## src/rtl/ssf_pkg.sv

```systemverilog
package ssf_pkg;

	// ****************************************
	// Register offsets
	// ****************************************
	localparam logic [7:0] REG_INT_FLAGS = 8'h00;
	localparam logic [7:0] REG_INT_MASK = 8'h01;
	localparam logic [7:0] REG_WR_IDX = 8'h02;
	localparam logic [7:0] REG_LOST = 8'h03;
	localparam logic [7:0] REG_RD_IDX = 8'h04;
	localparam logic [7:0] REG_FIFO_PORT = 8'h05;
	localparam logic [7:0] REG_LAST = 8'hFF;

	// ****************************************
	// Field layout and reset values
	// ****************************************
	localparam int NUM_FLAGS = 5;
	localparam int FLG_ALMOST = 4;
	localparam int FLG_TEMP = 3;
	localparam int FLG_PULSE = 2;
	localparam int FLG_OXY = 1;
	localparam int FLG_SUPPLY = 0;
	localparam int MASK_LSB = 4;
	localparam logic [4:0] RST_FLAGS = 5'h00;
	localparam logic [3:0] RST_MASK = 4'h0;
	localparam logic [3:0] RST_IDX = 4'h0;
	localparam logic [3:0] RST_LOST = 4'h0;
	localparam logic [3:0] LOST_MAX = 4'hF;
	localparam logic [7:0] READ_NONE = 8'h00;

	// ****************************************
	// Modes, FIFO shape, link framing
	// ****************************************
	localparam logic [2:0] MODE_OFF = 3'h0;
	localparam logic [2:0] MODE_PULSE = 3'h2;
	localparam logic [2:0] MODE_OXY = 3'h3;
	localparam int FIFO_DEPTH = 16;
	localparam int IDX_W = 4;
	localparam int WORD_W = 16;
	localparam int SAMPLE_W = 32;
	localparam logic [1:0] LAST_BYTE = 2'h3;
	localparam logic [1:0] RES_FULL = 2'h3;
	localparam logic [3:0] BYTE_BITS = 4'h8;

	typedef enum logic [3:0] {
		ST_IDLE = 4'b0000,
		ST_ADDR = 4'b0001,
		ST_ADDR_ACK = 4'b0010,
		ST_REG = 4'b0011,
		ST_REG_ACK = 4'b0100,
		ST_WDATA = 4'b0101,
		ST_WACK = 4'b0110,
		ST_RDATA = 4'b0111,
		ST_RACK = 4'b1000
	} ssf_bus_state_type;

endpackage

```

## src/rtl/ssf_sample_ram.sv

```systemverilog
`timescale 1ns/1ps

module ssf_sample_ram #(
	parameter int DEPTH = 16,
	parameter int AW = 4,
	parameter int DW = 32
) (
	// Clock
	input wire logic clk,
	// Write side
	input wire logic we,
	input wire logic [AW-1:0] wa,
	input wire logic [DW-1:0] wd,
	// Read side
	input wire logic [AW-1:0] ra,
	output logic [DW-1:0] rd
);

	// ****************************************
	// Sample slots, circular by index wrap
	// ****************************************
	logic [DW-1:0] mem [DEPTH];

	always_ff @(posedge clk) begin
		if (we) begin
			mem[wa] <= wd;
		end
	end

	// Unread slots hold no reset value; the host only reads what was pushed
	assign rd = mem[ra];

endmodule

```

## src/rtl/ssf_top.sv

```systemverilog
`timescale 1ns/1ps

// Functional notes
// - Five sources hold interrupt pin low until cleared.
// - Reading flags or data clears all flags.
// - Almost-full when write index equals read minus one.
// - Temperature done sets its flag.
// - Each sample sets pulse flag; data read clears.
// - Oxygen mode sample sets oxygen flag; data read clears.
// - Status bits three to one read zero.
// - Supply rising past lockout sets supply flag.
// - Supply flag unmaskable; brownout disables all masks.
// - Masked source still sets flag, pin released.
// - Write index advances per push; writable when mode not off.
// - Full FIFO drops samples, saturating lost counter.
// - Read index advances per pop; host may rewrite.
// - Sixteen slots, IR word then red word.
// - Data port holds address; index steps every fourth.
// - Other registers auto-increment address in bursts.
// - Address does not wrap past the last.
// - Words left-justified, top bit at fifteen.
// - Pulse-only mode reads third, fourth bytes zero.
// - Mode change keeps indexes; brownout clears them.
// - Mode 010 pulse only, 011 oxygen.
// - Power save forces all flags to zero.

module ssf_top #(
	parameter logic [6:0] DEV_ADDR = 7'h2A
) (
	// System
	input wire logic CLK_SYS,
	input wire logic RESET_N,
	// Serial bus, open drain
	input wire logic SCL_IN,
	input wire logic SDA_IN,
	output logic SDA_OUT,
	output logic SDA_OE,
	// Interrupt, open drain, active low
	output logic INT_N_OUT,
	output logic INT_N_OE,
	// Supply monitor pin
	input wire logic SUPPLY_OK,
	// Operating controls
	input wire logic [2:0] MODE_SEL,
	input wire logic POWER_SAVE,
	// Converter side
	input wire logic SAMPLE_STROBE,
	input wire logic [15:0] SAMPLE_IR,
	input wire logic [15:0] SAMPLE_RED,
	input wire logic [1:0] ADC_RES,
	input wire logic TEMP_DONE,
	// Status
	output logic FIFO_EMPTY,
	output logic FIFO_FULL
);

	// ****************************************
	// State
	// ****************************************
	typedef struct packed {
		logic scl_m;
		logic scl_s;
		logic scl_p;
		logic sda_m;
		logic sda_s;
		logic sda_p;
		logic sup_m;
		logic sup_s;
		logic sup_p;
		ssf_pkg::ssf_bus_state_type bus;
		logic [3:0] bit_cnt;
		logic [7:0] shift;
		logic rw;
		logic acked;
		logic sda_oe;
		logic [7:0] reg_addr;
		logic [4:0] flags;
		logic [3:0] masks;
		logic [3:0] wr;
		logic [3:0] rd;
		logic [3:0] lost;
		logic full;
		logic [1:0] byte_sel;
		logic int_on;
	} ssf_top_state_type;

	ssf_top_state_type s_q;
	ssf_top_state_type s_d;

	logic scl_rise;
	logic scl_fall;
	logic bus_start;
	logic bus_stop;
	logic sup_rise;
	logic mode_pulse;
	logic mode_oxy;
	logic mode_active;
	logic [1:0] just_sh;
	logic [15:0] ir_just;
	logic [15:0] red_just;
	logic [31:0] ram_q;
	logic ram_we;
	logic [3:0] ram_wa;
	logic [7:0] flag_byte;
	logic [7:0] fifo_byte;
	logic [7:0] reg_rdata;
	logic int_want;

	// ****************************************
	// Edge and condition detect
	// ****************************************
	assign scl_rise = s_q.scl_s & ~s_q.scl_p;
	assign scl_fall = ~s_q.scl_s & s_q.scl_p;
	// Start and stop only count while the clock stays high
	assign bus_start = s_q.scl_s & s_q.scl_p & s_q.sda_p & ~s_q.sda_s;
	assign bus_stop = s_q.scl_s & s_q.scl_p & ~s_q.sda_p & s_q.sda_s;
	assign sup_rise = s_q.sup_s & ~s_q.sup_p;

	assign mode_pulse = (MODE_SEL == ssf_pkg::MODE_PULSE);
	assign mode_oxy = (MODE_SEL == ssf_pkg::MODE_OXY);
	assign mode_active = mode_pulse | mode_oxy;

	// ****************************************
	// Sample storage
	// ****************************************
	// Narrow results arrive right-justified; shift up to bit fifteen
	assign just_sh = ssf_pkg::RES_FULL - ADC_RES;
	assign ir_just = SAMPLE_IR << just_sh;
	assign red_just = SAMPLE_RED << just_sh;

	ssf_sample_ram #(
		.DEPTH(ssf_pkg::FIFO_DEPTH),
		.AW(ssf_pkg::IDX_W),
		.DW(ssf_pkg::SAMPLE_W)
	) u_ram (
		.clk(CLK_SYS),
		.we(ram_we),
		.wa(ram_wa),
		.wd({ir_just, red_just}),
		.ra(s_q.rd),
		.rd(ram_q)
	);

	// ****************************************
	// Read data
	// ****************************************
	assign flag_byte = {s_q.flags[ssf_pkg::FLG_ALMOST:ssf_pkg::FLG_OXY], 3'h0,
		s_q.flags[ssf_pkg::FLG_SUPPLY]};

	// Red half blanked at read time only while in pulse mode, so a later switch to oxygen exposes it
	assign fifo_byte = (s_q.byte_sel == 2'h0) ? ram_q[31:24] :
		(s_q.byte_sel == 2'h1) ? ram_q[23:16] :
		mode_pulse ? 8'h00 :
		(s_q.byte_sel == 2'h2) ? ram_q[15:8] :
		ram_q[7:0];

	assign reg_rdata = (s_q.reg_addr == ssf_pkg::REG_INT_FLAGS) ? flag_byte :
		(s_q.reg_addr == ssf_pkg::REG_INT_MASK) ? {s_q.masks, 4'h0} :
		(s_q.reg_addr == ssf_pkg::REG_WR_IDX) ? {4'h0, s_q.wr} :
		(s_q.reg_addr == ssf_pkg::REG_LOST) ? {4'h0, s_q.lost} :
		(s_q.reg_addr == ssf_pkg::REG_RD_IDX) ? {4'h0, s_q.rd} :
		(s_q.reg_addr == ssf_pkg::REG_FIFO_PORT) ? fifo_byte :
		ssf_pkg::READ_NONE;

	// Supply flag has no mask bit
	assign int_want = (|(s_q.flags[ssf_pkg::FLG_ALMOST:ssf_pkg::FLG_OXY] & s_q.masks))
		| s_q.flags[ssf_pkg::FLG_SUPPLY];

	// ****************************************
	// Next state
	// ****************************************
	always_comb begin
		logic load;
		logic wr_hit;
		logic step_addr;
		logic [3:0] wr_next;
		load = 1'b0;
		wr_hit = 1'b0;
		step_addr = 1'b0;
		wr_next = 4'h0;
		s_d = s_q;
		ram_we = 1'b0;
		ram_wa = s_q.wr;

		// Two flops per pin before anything looks at it
		s_d.scl_m = SCL_IN;
		s_d.scl_s = s_q.scl_m;
		s_d.scl_p = s_q.scl_s;
		s_d.sda_m = SDA_IN;
		s_d.sda_s = s_q.sda_m;
		s_d.sda_p = s_q.sda_s;
		s_d.sup_m = SUPPLY_OK;
		s_d.sup_s = s_q.sup_m;
		s_d.sup_p = s_q.sup_s;

		// Bus engine
		if (bus_start) begin
			s_d.bus = ssf_pkg::ST_ADDR;
			s_d.bit_cnt = 4'h0;
			s_d.sda_oe = 1'b0;
		end else if (bus_stop) begin
			s_d.bus = ssf_pkg::ST_IDLE;
			s_d.sda_oe = 1'b0;
		end else begin
			case (s_q.bus)
				ssf_pkg::ST_IDLE: begin
					s_d.sda_oe = 1'b0;
				end
				ssf_pkg::ST_ADDR, ssf_pkg::ST_REG, ssf_pkg::ST_WDATA: begin
					if (scl_rise) begin
						s_d.shift = {s_q.shift[6:0], s_q.sda_s};
						s_d.bit_cnt = s_q.bit_cnt + 4'h1;
					end else if (scl_fall && s_q.bit_cnt == ssf_pkg::BYTE_BITS) begin
						s_d.bit_cnt = 4'h0;
						if (s_q.bus == ssf_pkg::ST_ADDR) begin
							if (s_q.shift[7:1] == DEV_ADDR) begin
								s_d.rw = s_q.shift[0];
								s_d.sda_oe = 1'b1;
								s_d.bus = ssf_pkg::ST_ADDR_ACK;
							end else begin
								s_d.bus = ssf_pkg::ST_IDLE;
							end
						end else if (s_q.bus == ssf_pkg::ST_REG) begin
							s_d.reg_addr = s_q.shift;
							s_d.sda_oe = 1'b1;
							s_d.bus = ssf_pkg::ST_REG_ACK;
						end else begin
							wr_hit = 1'b1;
							s_d.sda_oe = 1'b1;
							s_d.bus = ssf_pkg::ST_WACK;
						end
					end
				end
				ssf_pkg::ST_ADDR_ACK: begin
					if (scl_fall) begin
						if (s_q.rw) begin
							load = 1'b1;
						end else begin
							s_d.sda_oe = 1'b0;
							s_d.bus = ssf_pkg::ST_REG;
						end
					end
				end
				ssf_pkg::ST_REG_ACK, ssf_pkg::ST_WACK: begin
					if (scl_fall) begin
						s_d.sda_oe = 1'b0;
						s_d.bus = ssf_pkg::ST_WDATA;
					end
				end
				ssf_pkg::ST_RDATA: begin
					if (scl_rise) begin
						s_d.bit_cnt = s_q.bit_cnt + 4'h1;
					end else if (scl_fall) begin
						if (s_q.bit_cnt == ssf_pkg::BYTE_BITS) begin
							s_d.sda_oe = 1'b0;
							s_d.bit_cnt = 4'h0;
							s_d.bus = ssf_pkg::ST_RACK;
						end else begin
							s_d.shift = {s_q.shift[6:0], 1'b0};
							s_d.sda_oe = ~s_q.shift[6];
						end
					end
				end
				ssf_pkg::ST_RACK: begin
					if (scl_rise) begin
						s_d.acked = ~s_q.sda_s;
					end else if (scl_fall) begin
						if (s_q.acked) begin
							load = 1'b1;
						end else begin
							s_d.bus = ssf_pkg::ST_IDLE;
						end
					end
				end
				default: begin
					s_d.bus = ssf_pkg::ST_IDLE;
					s_d.sda_oe = 1'b0;
				end
			endcase
		end

		// Byte fetch for the controller, with read side effects
		if (load) begin
			s_d.shift = reg_rdata;
			s_d.sda_oe = ~reg_rdata[7];
			s_d.bit_cnt = 4'h0;
			s_d.bus = ssf_pkg::ST_RDATA;
			step_addr = 1'b1;
			if (s_q.reg_addr == ssf_pkg::REG_INT_FLAGS || s_q.reg_addr == ssf_pkg::REG_FIFO_PORT) begin
				s_d.flags = ssf_pkg::RST_FLAGS;
			end
			if (s_q.reg_addr == ssf_pkg::REG_FIFO_PORT) begin
				s_d.byte_sel = s_q.byte_sel + 2'h1;
				if (s_q.byte_sel == ssf_pkg::LAST_BYTE) begin
					s_d.rd = s_q.rd + 4'h1;
					s_d.lost = ssf_pkg::RST_LOST;
					s_d.full = 1'b0;
				end
			end
		end

		// Register writes; low mask bits are dropped
		if (wr_hit) begin
			step_addr = 1'b1;
			case (s_q.reg_addr)
				ssf_pkg::REG_INT_MASK: begin
					s_d.masks = s_q.shift[7:ssf_pkg::MASK_LSB];
				end
				ssf_pkg::REG_WR_IDX: begin
					if (MODE_SEL != ssf_pkg::MODE_OFF) begin
						s_d.wr = s_q.shift[3:0];
						s_d.full = 1'b0;
					end
				end
				ssf_pkg::REG_LOST: begin
					s_d.lost = s_q.shift[3:0];
				end
				ssf_pkg::REG_RD_IDX: begin
					s_d.rd = s_q.shift[3:0];
					s_d.byte_sel = 2'h0;
					s_d.full = 1'b0;
				end
				default: begin
					s_d.lost = s_d.lost;
				end
			endcase
		end

		// Data port keeps its address; the top address never wraps
		if (step_addr && s_q.reg_addr != ssf_pkg::REG_FIFO_PORT
			&& s_q.reg_addr != ssf_pkg::REG_LAST) begin
			s_d.reg_addr = s_q.reg_addr + 8'h01;
		end

		// Sample push; sets come after clears so a same-cycle event survives
		if (SAMPLE_STROBE && mode_active) begin
			s_d.flags[ssf_pkg::FLG_PULSE] = 1'b1;
			if (mode_oxy) begin
				s_d.flags[ssf_pkg::FLG_OXY] = 1'b1;
			end
			if (s_d.full) begin
				if (s_d.lost != ssf_pkg::LOST_MAX) begin
					s_d.lost = s_d.lost + 4'h1;
				end
			end else begin
				ram_we = 1'b1;
				ram_wa = s_d.wr;
				wr_next = s_d.wr + 4'h1;
				s_d.wr = wr_next;
				if (wr_next == s_d.rd) begin
					s_d.full = 1'b1;
				end
				if (wr_next == s_d.rd - 4'h1) begin
					s_d.flags[ssf_pkg::FLG_ALMOST] = 1'b1;
				end
			end
		end
		if (TEMP_DONE) begin
			s_d.flags[ssf_pkg::FLG_TEMP] = 1'b1;
		end

		// Below lockout the FIFO indexes, lost count, flags and masks return to power-on values
		if (!s_q.sup_s) begin
			s_d.wr = ssf_pkg::RST_IDX;
			s_d.rd = ssf_pkg::RST_IDX;
			s_d.lost = ssf_pkg::RST_LOST;
			s_d.full = 1'b0;
			s_d.byte_sel = 2'h0;
			s_d.masks = ssf_pkg::RST_MASK;
			s_d.flags = ssf_pkg::RST_FLAGS;
			ram_we = 1'b0;
		end
		if (sup_rise) begin
			s_d.flags[ssf_pkg::FLG_SUPPLY] = 1'b1;
		end

		// Power save silences flags but leaves the bus working
		if (POWER_SAVE) begin
			s_d.flags = ssf_pkg::RST_FLAGS;
		end

		s_d.int_on = int_want;
	end

	// ****************************************
	// State register
	// ****************************************
	always_ff @(posedge CLK_SYS or negedge RESET_N) begin
		if (!RESET_N) begin
			s_q <= '0;
		end else begin
			s_q <= s_d;
		end
	end

	// ****************************************
	// Outputs
	// ****************************************
	assign SDA_OUT = 1'b0;
	assign SDA_OE = s_q.sda_oe;
	assign INT_N_OUT = 1'b0;
	assign INT_N_OE = s_q.int_on;
	assign FIFO_EMPTY = (s_q.wr == s_q.rd) & ~s_q.full;
	assign FIFO_FULL = s_q.full;

endmodule

```

## config.mk

```make
export PLATFORM = sky130hd
export DESIGN_NAME = ssf_top
export DESIGN_NICKNAME = d
export VERILOG_FILES = /design/src/rtl/ssf_pkg.sv /design/src/rtl/ssf_sample_ram.sv /design/src/rtl/ssf_top.sv
export SDC_FILE = /design/constraint.sdc
export NUM_CORES = 1
export LEC_CHECK = 0
export BUFFER_PORTS_ARGS = -buffer_cell sky130_fd_sc_hd__buf_2
export CAP_MARGIN = 30
export CORE_MARGIN = 2
export CORE_UTILIZATION = 55
export CTS_CLUSTER_DIAMETER = 80
export DETAILED_ROUTE_END_ITERATION = 8
export PLACE_DENSITY = 0.79
export SLEW_MARGIN = 10
export SYNTH_ARGS = -nofsm -noshare
export SYNTH_HDL_FRONTEND = slang
export SYNTH_SLANG_ARGS = --single-unit
```

## constraint.sdc

```tcl
create_clock -name CLK_SYS -period 5.1 [get_ports CLK_SYS]
set_clock_uncertainty 0.05 [all_clocks]
set_input_delay 1.02 -clock CLK_SYS [delete_from_list [all_inputs] [get_ports CLK_SYS]]
set_output_delay 1.02 -clock CLK_SYS [all_outputs]
set_load 0.02 [all_outputs]
```

==> impl_results.md, run 1 <==
* Outcome: complete, no violations
* Fraction of registers with async set or reset after synthesis at 10.65%
* Site Rows at 77
* Total clock sinks at 573
* WS Path Type: reg2reg
* Largest fanout on the critical path at 13
* DIE AREA at around 46000 um^2
* Routed wire length on met3 at ~5 mm
* Maximum cell stage delay along the critical path at ~0.61 ns
* Share of layout cells above drive strength 1 at ~25%
* Routed met1 length at roughly 22 mm
* Synth Register Bits at 573
* Final hold violation count at 0
* Largest net degree at the start of global routing at 88
* PD cells at ~370 nW/um^2
* Count of unresolved DRC violations after routing at 0
* Buffer type at the clock tree root: sky130_fd_sc_hd__clkbuf_16
* Fmax at around 230 MHz
* Clock transition at the registers of the reported paths at roughly 0.060 ns
* Worst hold-check slack at 0.2991 ns
* DIE HEIGHT at 214.4 um
* Routed wl met2 at about 29 mm
* Overflow after GRT at 0
* Hold Path Class: reg2reg
* Post-synthesis instance area at 24360 um^2
* Post-Place Worst Slack at about 0.72 ns
* Number of buffers inserted to repair setup after CTS at 0
* Most common library cell in the layout ignoring fill and taps: sky130_fd_sc_hd__edfxtp_1
* GPL Wtd Cong at between 0.9 and 1
* Global-route wire length before repair at about 88 mm
* Insertion delay of the later-clocked pin in the worst-skew pair at between 0.6 and 0.7 ns
* Mapped Cells at between 1000 and 1500
* Proportion of synthesized chip area in sequential cells at between 60% and 70%
* Worst path slowest cell: sky130_fd_sc_hd__nor2_4
* Vias post-DR at 13800
* Crit path cell chain: inv_1 > ha_1 > or3b_1 > a211oi_2 > buf_4 > nand4_1 > mux2i_1 > nand4_1 > nor2_4 > buf_4
* Top-level I/O count at 51
* Antenna-violating nets left at 0
* Wire per inst at around 27 um
* Leading register cell type out of synthesis: sky130_fd_sc_hd__edfxtp_1
* Number of nets in the layout at around 1600
* Number of buffers added to fix hold violations after cts at 0
* Maximum level of the CTS H-tree at 2
* Number of antenna diodes at 0
* First drt pass iteration count at 5
* Number of DRC markers in iteration 0 at roughly 1700
* Total setup violations reported at the end of the flow at 0
* Transition at the pin with the smallest max-transition slack at about 1 ns
* Total count of max-transition violations in the final report at 0
* Max cap viols at 0
* Post-detailed-routing wire length at between 50 and 60 mm
* Final total negative setup slack at 0 ns
* Effective utilization at floorplan at 55.45%
* Syn Area/Cell at between 15 and 20 um^2
* CP Capture Type: flip-flop
* Leakage Power at 9.166 nW
* Global-route total usage across every layer at between 20% and 30%
* Worst-case headroom to the max-slew limit at between 30% and 40%
* Max Root-Sink Buffers at 3
* HPWL Detailed at between 30 and 40 mm
* Detail-routed via count per cell at 6.481
* Clock tree from TritonCTS: yes
* Final worst-path setup slack at roughly 0.68 ns
* Area of the core at between 40000 and 50000 um^2
* Total instance count after detailed placement at a little over 2000
* Resized Gates After CTS at 0
* Vias in the first global route at ~14000
* RSZ-0062 raised after global routing: false
* Startpoint class of the critical path: flip-flop
* Final critical-path share of the clock period at 86.73%
* Layout-stage area growth over the synthesis result at 13.62%
* Number of distinct standard cells referenced by the synthesized netlist at a little over 70
* Port Buffers at 48
* Highest signal layer in the routed design: met4
* Minimum clock period after layout at 4.423 ns
* Required time of the worst setup path at between 5 and 6 ns
* TritonCTS buffer count at 57
* Initial antenna violation count at 0
* Data arrival at the endpoint of the critical path at 4.67 ns
* Commonest cells after routing, fill and taps aside: 512 x sky130_fd_sc_hd__edfxtp_1, 141 x sky130_fd_sc_hd__mux4_2, 86 x sky130_fd_sc_hd__mux2i_1
* Number of inserted filler cells in the final layout at between 3000 and 4000
* Count of synthesis-stage warnings from yosys at 0
* Maximum ir drop on the vdd rail at around 380 uV
* Die width at about 210 um
* Post-route non-filler standard cell count at 2129
* Number of synthesized flops with an enable pin at ~510
==> synth_stat cells (all sizes together) (7+ instances only) <==
cell / instances / area [um^2]
a21oi: 59 / 295.3
o21ai: 36 / 180.2
mux4: 141 / 3176
nor2: 73 / 274.0
buf: 36 / 178.9
nor3b: 7 / 52.55
mux2i: 89 / 894.6
nand2: 70 / 262.8
xor2: 8 / 70.07
xnor2: 14 / 122.6
nand2b: 7 / 43.79
dfrtp: 61 / 1526
a211oi: 10 / 85.08
inv: 27 / 101.4
and3: 17 / 106.4
nand4: 14 / 102.6
a22oi: 19 / 142.6
a31oi: 12 / 75.07
o22ai: 7 / 50.05
nand3: 28 / 140.1
ha: 17 / 212.7
nor3: 10 / 60.06
edfxtp: 512 / 15370
nor2b: 8 / 50.05
clkbuf: 39 / 146.4
==> sequential cells by signal, indices dropped and copies added, names as in the netlist <==
signal / count
SDA_OE: 1
flag_byte: 5
FIFO_FULL: 1
s_q: 47
INT_N_OE: 1
s_d: 6
u_ram.mem: 512
==> per-stage QoR <==
stage	power (mW)	util, %	cell area, um^2
after floorplan	5.795	-	24360
after global placement	6.021	58.36	25640
after detailed placement	6.044	58.50	25700
after CTS	10.26	62.84	27610
after global routing	10.52	63.00	27680
final	10.22	63.00	27680
==> report_power, final <==
part / internal, mW / switching (mW)
Clock: 2.47 / 1.79
Combinational: 0.204 / 0.394
Sequential: 5.24 / 0.126
==> final cells by class <==
class | instances | area [um^2] | share of cell area [%]
Multi-Input combinational cell | 719 | 7158 | 25.86
Sequential cell | 573 | 16910 | 61.10
Timing Repair Buffer | 110 | 853.3 | 3.083
Clock buffer | 67 | 1506 | 5.443
Tap cell | 592 | 740.7 | 2.676
Inverter | 28 | 105.1 | 0.3798
Clock inverter | 40 | 401.6 | 1.451
==> per-layer routing <==
layer / vias to the layer above / global-route usage (%)
met3: 112 / 4.794
met4: 0 / 9.190
met5: - / 0
li1: 5802 / -
met1: 7108 / 34.72
met2: 776 / 41.66
==> logic make-up after synthesis <==
kind of cell             synth area share (%)
XOR/XNOR                               0.7911
multiplexers                            16.89
other                                 0.01540
buffers and inverters                   1.767
AND/OR/NAND/NOR                         5.450
flip-flops                              69.39
adder cells (fa/ha/maj)                0.8732
AO/OA/AOI/OAI                           4.823
==> critical path, delay by kind of cell (launching register included) <==
family | cells | cell delay, ns
AO/OA/AOI/OAI | 1 | 0.17
buffers and inverters | 3 | 0.59
adder cells (fa/ha/maj) | 1 | 0.33
AND/OR/NAND/NOR | 4 | 1.96
flip-flops | 1 | 0.41
multiplexers | 1 | 0.59
==> final timing paths <==
kind / cells after the start / start / slack [ns] / to
worst max register to register: 10 / s_d[58]$_DFF_PN0_ / 0.68 / u_ram.mem[10][4]$_DFFE_PP_
max in group asynchronous: 2 / RESET_N / 3.66 / s_q[8]$_DFF_PN0_
worst min-delay path: 0 / s_d[59]$_DFF_PN0_ / 0.30 / s_d[58]$_DFF_PN0_
worst max-delay path: 10 / s_d[58]$_DFF_PN0_ / 0.68 / u_ram.mem[10][4]$_DFFE_PP_
min in group asynchronous: 1 / RESET_N / 0.42 / s_q[44]$_DFFE_PN0P_
worst min register to register: 0 / s_d[59]$_DFF_PN0_ / 0.30 / s_d[58]$_DFF_PN0_
Power figures use the tool's default switching activity.
==> inputs of run 2 (changes only) <==
--- a/config.mk
+++ b/config.mk
@@ -8,10 +8,11 @@
 export BUFFER_PORTS_ARGS = -buffer_cell sky130_fd_sc_hd__buf_2
 export CAP_MARGIN = 30
 export CORE_MARGIN = 2
-export CORE_UTILIZATION = 55
+export CORE_UTILIZATION = 41
+export CTS_BUF_LIST = sky130_fd_sc_hd__clkbuf_8
 export CTS_CLUSTER_DIAMETER = 80
 export DETAILED_ROUTE_END_ITERATION = 8
-export PLACE_DENSITY = 0.79
+export PLACE_DENSITY = 0.64
 export SLEW_MARGIN = 10
 export SYNTH_ARGS = -nofsm -noshare
 export SYNTH_HDL_FRONTEND = slang
==> run 2 against run 1 <==
Flip-flop and latch count unchanged. First-iteration DRC count down 8.7%. Maximum frequency about the same. Cell count up 11%. Power down 6.2%.
==> impl_results.md, run 2 (synthesis results as in run 1) <==
* Resized Gates After CTS at 0 (unchanged)
* PD cells at 346.2 nW/um^2 (was 369.4 nW/um^2)
* Layout-stage area growth over the synthesis result at 13.77% (was 13.62%)
* Die width at 247.7 um (was 214.4 um)
* Site Rows at 89 (was 77)
* Top-level I/O count at 51 (unchanged)
* Wire per inst at 24.29 um (was 27.21 um)
* Number of DRC markers in iteration 0 at 1532 (was 1678)
* Startpoint class of the critical path: flip-flop (unchanged)
* Reg-to-reg setup timing slack at 0.67 ns (was 0.68 ns)
* Hold Path Class: reg2reg (unchanged)
* Final critical-path share of the clock period at 86.81% (was 86.73%)
* Required time of the worst setup path at 5.42 ns (was 5.35 ns)
* Maximum ir drop on the vdd rail at 206.5 uV (was 384.0 uV)
* HPWL Detailed at 35.93 mm (was 34.85 mm)
* Max Root-Sink Buffers at 3 (unchanged)
* Minimum clock period after layout at 4.427 ns (was 4.423 ns)
* Transition at the pin with the smallest max-transition slack at 0.9710 ns (was 1.005 ns)
* Max cap viols at 0 (unchanged)
* Detail-routed via count per cell at 5.766 (was 6.481)
* Overflow after GRT at 0 (unchanged)
* Port Buffers at 48 (unchanged)
* CP dominant cell by count: sky130_fd_sc_hd__nand2_1
* Largest fanout on the critical path at 17 (was 13)
* Crit Reg-Reg Endpoint: u_ram.mem[0][30]$_DFFE_PP_ (was u_ram.mem[10][4]$_DFFE_PP_)
* Number of nets in the layout at 1593 (was 1551)
* Most common library cell in the layout ignoring fill and taps: sky130_fd_sc_hd__edfxtp_1 (unchanged)
* Total instance count after detailed placement at 2206 (was 2016)
* Worst path slowest cell: sky130_fd_sc_hd__nor2_4 (unchanged)
* Insertion delay of the later-clocked pin in the worst-skew pair at 0.69 ns (was 0.61 ns)
* Commonest cells after routing, fill and taps aside: 512 x sky130_fd_sc_hd__edfxtp_1, 141 x sky130_fd_sc_hd__mux4_2, 95 x sky130_fd_sc_hd__clkbuf_8 (was 512 x sky130_fd_sc_hd__edfxtp_1, 141 x sky130_fd_sc_hd__mux4_2, 86 x sky130_fd_sc_hd__mux2i_1)
* Initial antenna violation count at 0 (unchanged)
* Launch point of the worst reg-to-reg path: s_d[58]$_DFF_PN0_ (unchanged)
* Number of buffers inserted to repair setup after CTS at 0 (unchanged)
* Vias in the first global route at 13770 (was 13980)
* Final hold violation count at 0 (unchanged)
* Total clock sinks at 573 (unchanged)
* Post-Place Worst Slack at 0.7168 ns (was 0.7159 ns)
* GPL Wtd Cong at 0.9042 (was 0.9333)
* TritonCTS buffer count at 91 (was 57)
* RSZ-0062 raised after global routing: false (unchanged)
* Worst hold path cell count at 0 (unchanged)
* Post-route non-filler standard cell count at 2373 (was 2129)
* Largest net degree at the start of global routing at 92 (was 88)
* Outcome: complete, no violations (unchanged)
* Clock tree from TritonCTS: yes (unchanged)
* Global-route wire length before repair at 87.00 mm (was 87.66 mm)
* Share of layout cells above drive strength 1 at 25.87% (was 24.85%)
* WS Path Type: reg2reg (unchanged)
* Total count of max-transition violations in the final report at 0 (unchanged)
* Total setup violations reported at the end of the flow at 0 (unchanged)
* Fmax at 225.9 MHz (was 226.1 MHz)
* Largest register by flop count: u_ram.mem (unchanged)
* CP Capture Type: flip-flop (unchanged)
* Register-to-Register Path Depth at 12 (was 10)
* Buffer type at the clock tree root: sky130_fd_sc_hd__clkbuf_8 (was sky130_fd_sc_hd__clkbuf_16)
* Clock transition at the registers of the reported paths at 0.05 ns (was 0.06 ns)
* Area of the core at 58910 um^2 (was 43930 um^2)
* Post-detailed-routing wire length at 57.63 mm (was 57.94 mm)
* Final worst-path setup slack at 0.6727 ns (was 0.6768 ns)
* Start point of the worst hold path: s_d[59]$_DFF_PN0_ (unchanged)
* Count of unresolved DRC violations after routing at 0 (unchanged)
* Global-route total usage across every layer at 19.20% (was 25.49%)
* DIE HEIGHT at 247.7 um (was 214.4 um)
* Worst-case headroom to the max-slew limit at 34.96% (was 32.67%)
* Leakage Power at 9.253 nW (was 9.166 nW)
* Crit path cell chain: inv_1 > ha_1 > or3b_1 > a211oi_2 > buf_4 > nand4_1 > nand2_1 > o21ai_1 > nor4_1 > nand2_1 > nor2_4 > buf_12 (was inv_1 > ha_1 > or3b_1 > a211oi_2 > buf_4 > nand4_1 > mux2i_1 > nand4_1 > nor2_4 > buf_4)
* Maximum cell stage delay along the critical path at 0.69 ns (was 0.61 ns)
* Destination of the worst hold path: s_d[58]$_DFF_PN0_ (unchanged)
* Data arrival at the endpoint of the critical path at 4.75 ns (was 4.67 ns)
* Antenna-violating nets left at 0 (unchanged)
* Vias post-DR at 13680 (was 13800)
* Number of buffers added to fix hold violations after cts at 0 (unchanged)
* Number of antenna diodes at 0 (unchanged)
* Effective utilization at floorplan at 41.35% (was 55.45%)
* Maximum level of the CTS H-tree at 3 (was 2)
* Final total negative setup slack at 0 ns (unchanged)
* First drt pass iteration count at 9 (was 5)
* Flip-flop count of the largest register after layout at 512 (unchanged)
* DIE AREA at 61380 um^2 (was 45990 um^2)
==> run 2: changes by cell type in the layout (fill, tap and decap cells not counted), moves of 2 or more <==
cell	change
sky130_fd_sc_hd__buf_12	-3
sky130_fd_sc_hd__buf_4	+11
sky130_fd_sc_hd__bufinv_16	-5
sky130_fd_sc_hd__clkbuf_1	-8
sky130_fd_sc_hd__clkbuf_16	-59
sky130_fd_sc_hd__clkbuf_2	-2
sky130_fd_sc_hd__clkbuf_8	+95
sky130_fd_sc_hd__clkinv_1	+6
sky130_fd_sc_hd__clkinv_2	-4
sky130_fd_sc_hd__inv_1	+34
sky130_fd_sc_hd__inv_12	+2
sky130_fd_sc_hd__inv_6	-5
==> run 2: worst max-delay path by stage <==
stage                     depth (start not counted)  slack [ns]                          to         startpoint
after floorplan                                  12        0.82  u_ram.mem[12][0]$_DFFE_PP_  s_q[58]$_DFF_PN0_
after global placement                           12        0.73  u_ram.mem[0][30]$_DFFE_PP_  s_d[58]$_DFF_PN0_
after detailed placement                         12        0.72  u_ram.mem[0][31]$_DFFE_PP_  s_d[58]$_DFF_PN0_
after CTS                                        12        0.67   u_ram.mem[0][0]$_DFFE_PP_  s_d[58]$_DFF_PN0_
after global routing                             12        0.38   u_ram.mem[0][0]$_DFFE_PP_  s_d[58]$_DFF_PN0_
final                                            12        0.67  u_ram.mem[0][30]$_DFFE_PP_  s_d[58]$_DFF_PN0_
==> run 2: layout make-up <==
class	count	area (um^2)
clock buffer	95	1308
clock inverter	67	362.8
fill	4982	31190
inverter	28	105.1
multi-input combinational	719	7162
sequential	573	16910
tap	773	967.2
timing repair buffer	118	898.4
==> run 2: worst max-delay path: cells and delay by family, from the launching register on <==
family                   cells  cell delay [ns]
flip-flops                   1             0.41
AO/OA/AOI/OAI                2             0.32
AND/OR/NAND/NOR              6             2.47
buffers and inverters        3             0.52
adder cells (fa/ha/maj)      1             0.33
==> run 2: through the flow <==
step / utilization [%] / hold slack (ns) / power (mW) / cell area [um^2]
2_1_floorplan: - / 0.2812 / 5.795 / 24360
3_3_place_gp: 43.83 / 0.2904 / 6.026 / 25820
3_5_place_dp: 44.06 / 0.2863 / 6.045 / 25960
4_1_cts: 46.90 / 0.3049 / 9.658 / 27630
5_1_grt: 47.04 / 0.3047 / 9.934 / 27710
6_report: 47.04 / 0.3030 / 9.595 / 27710
==> run 2: power by group <==
part	switching, mW	internal (mW)	total [mW]
logic	0.392	0.207	0.598
clock network	1.79	1.84	3.63
registers	0.129	5.24	5.37
==> run 2: routing by layer <==
metal	track usage [%]	part of all wire, %
met1	27.30	43
met2	29.56	47
met3	4.531	7.9
met4	5.759	2.3
met5	0	0
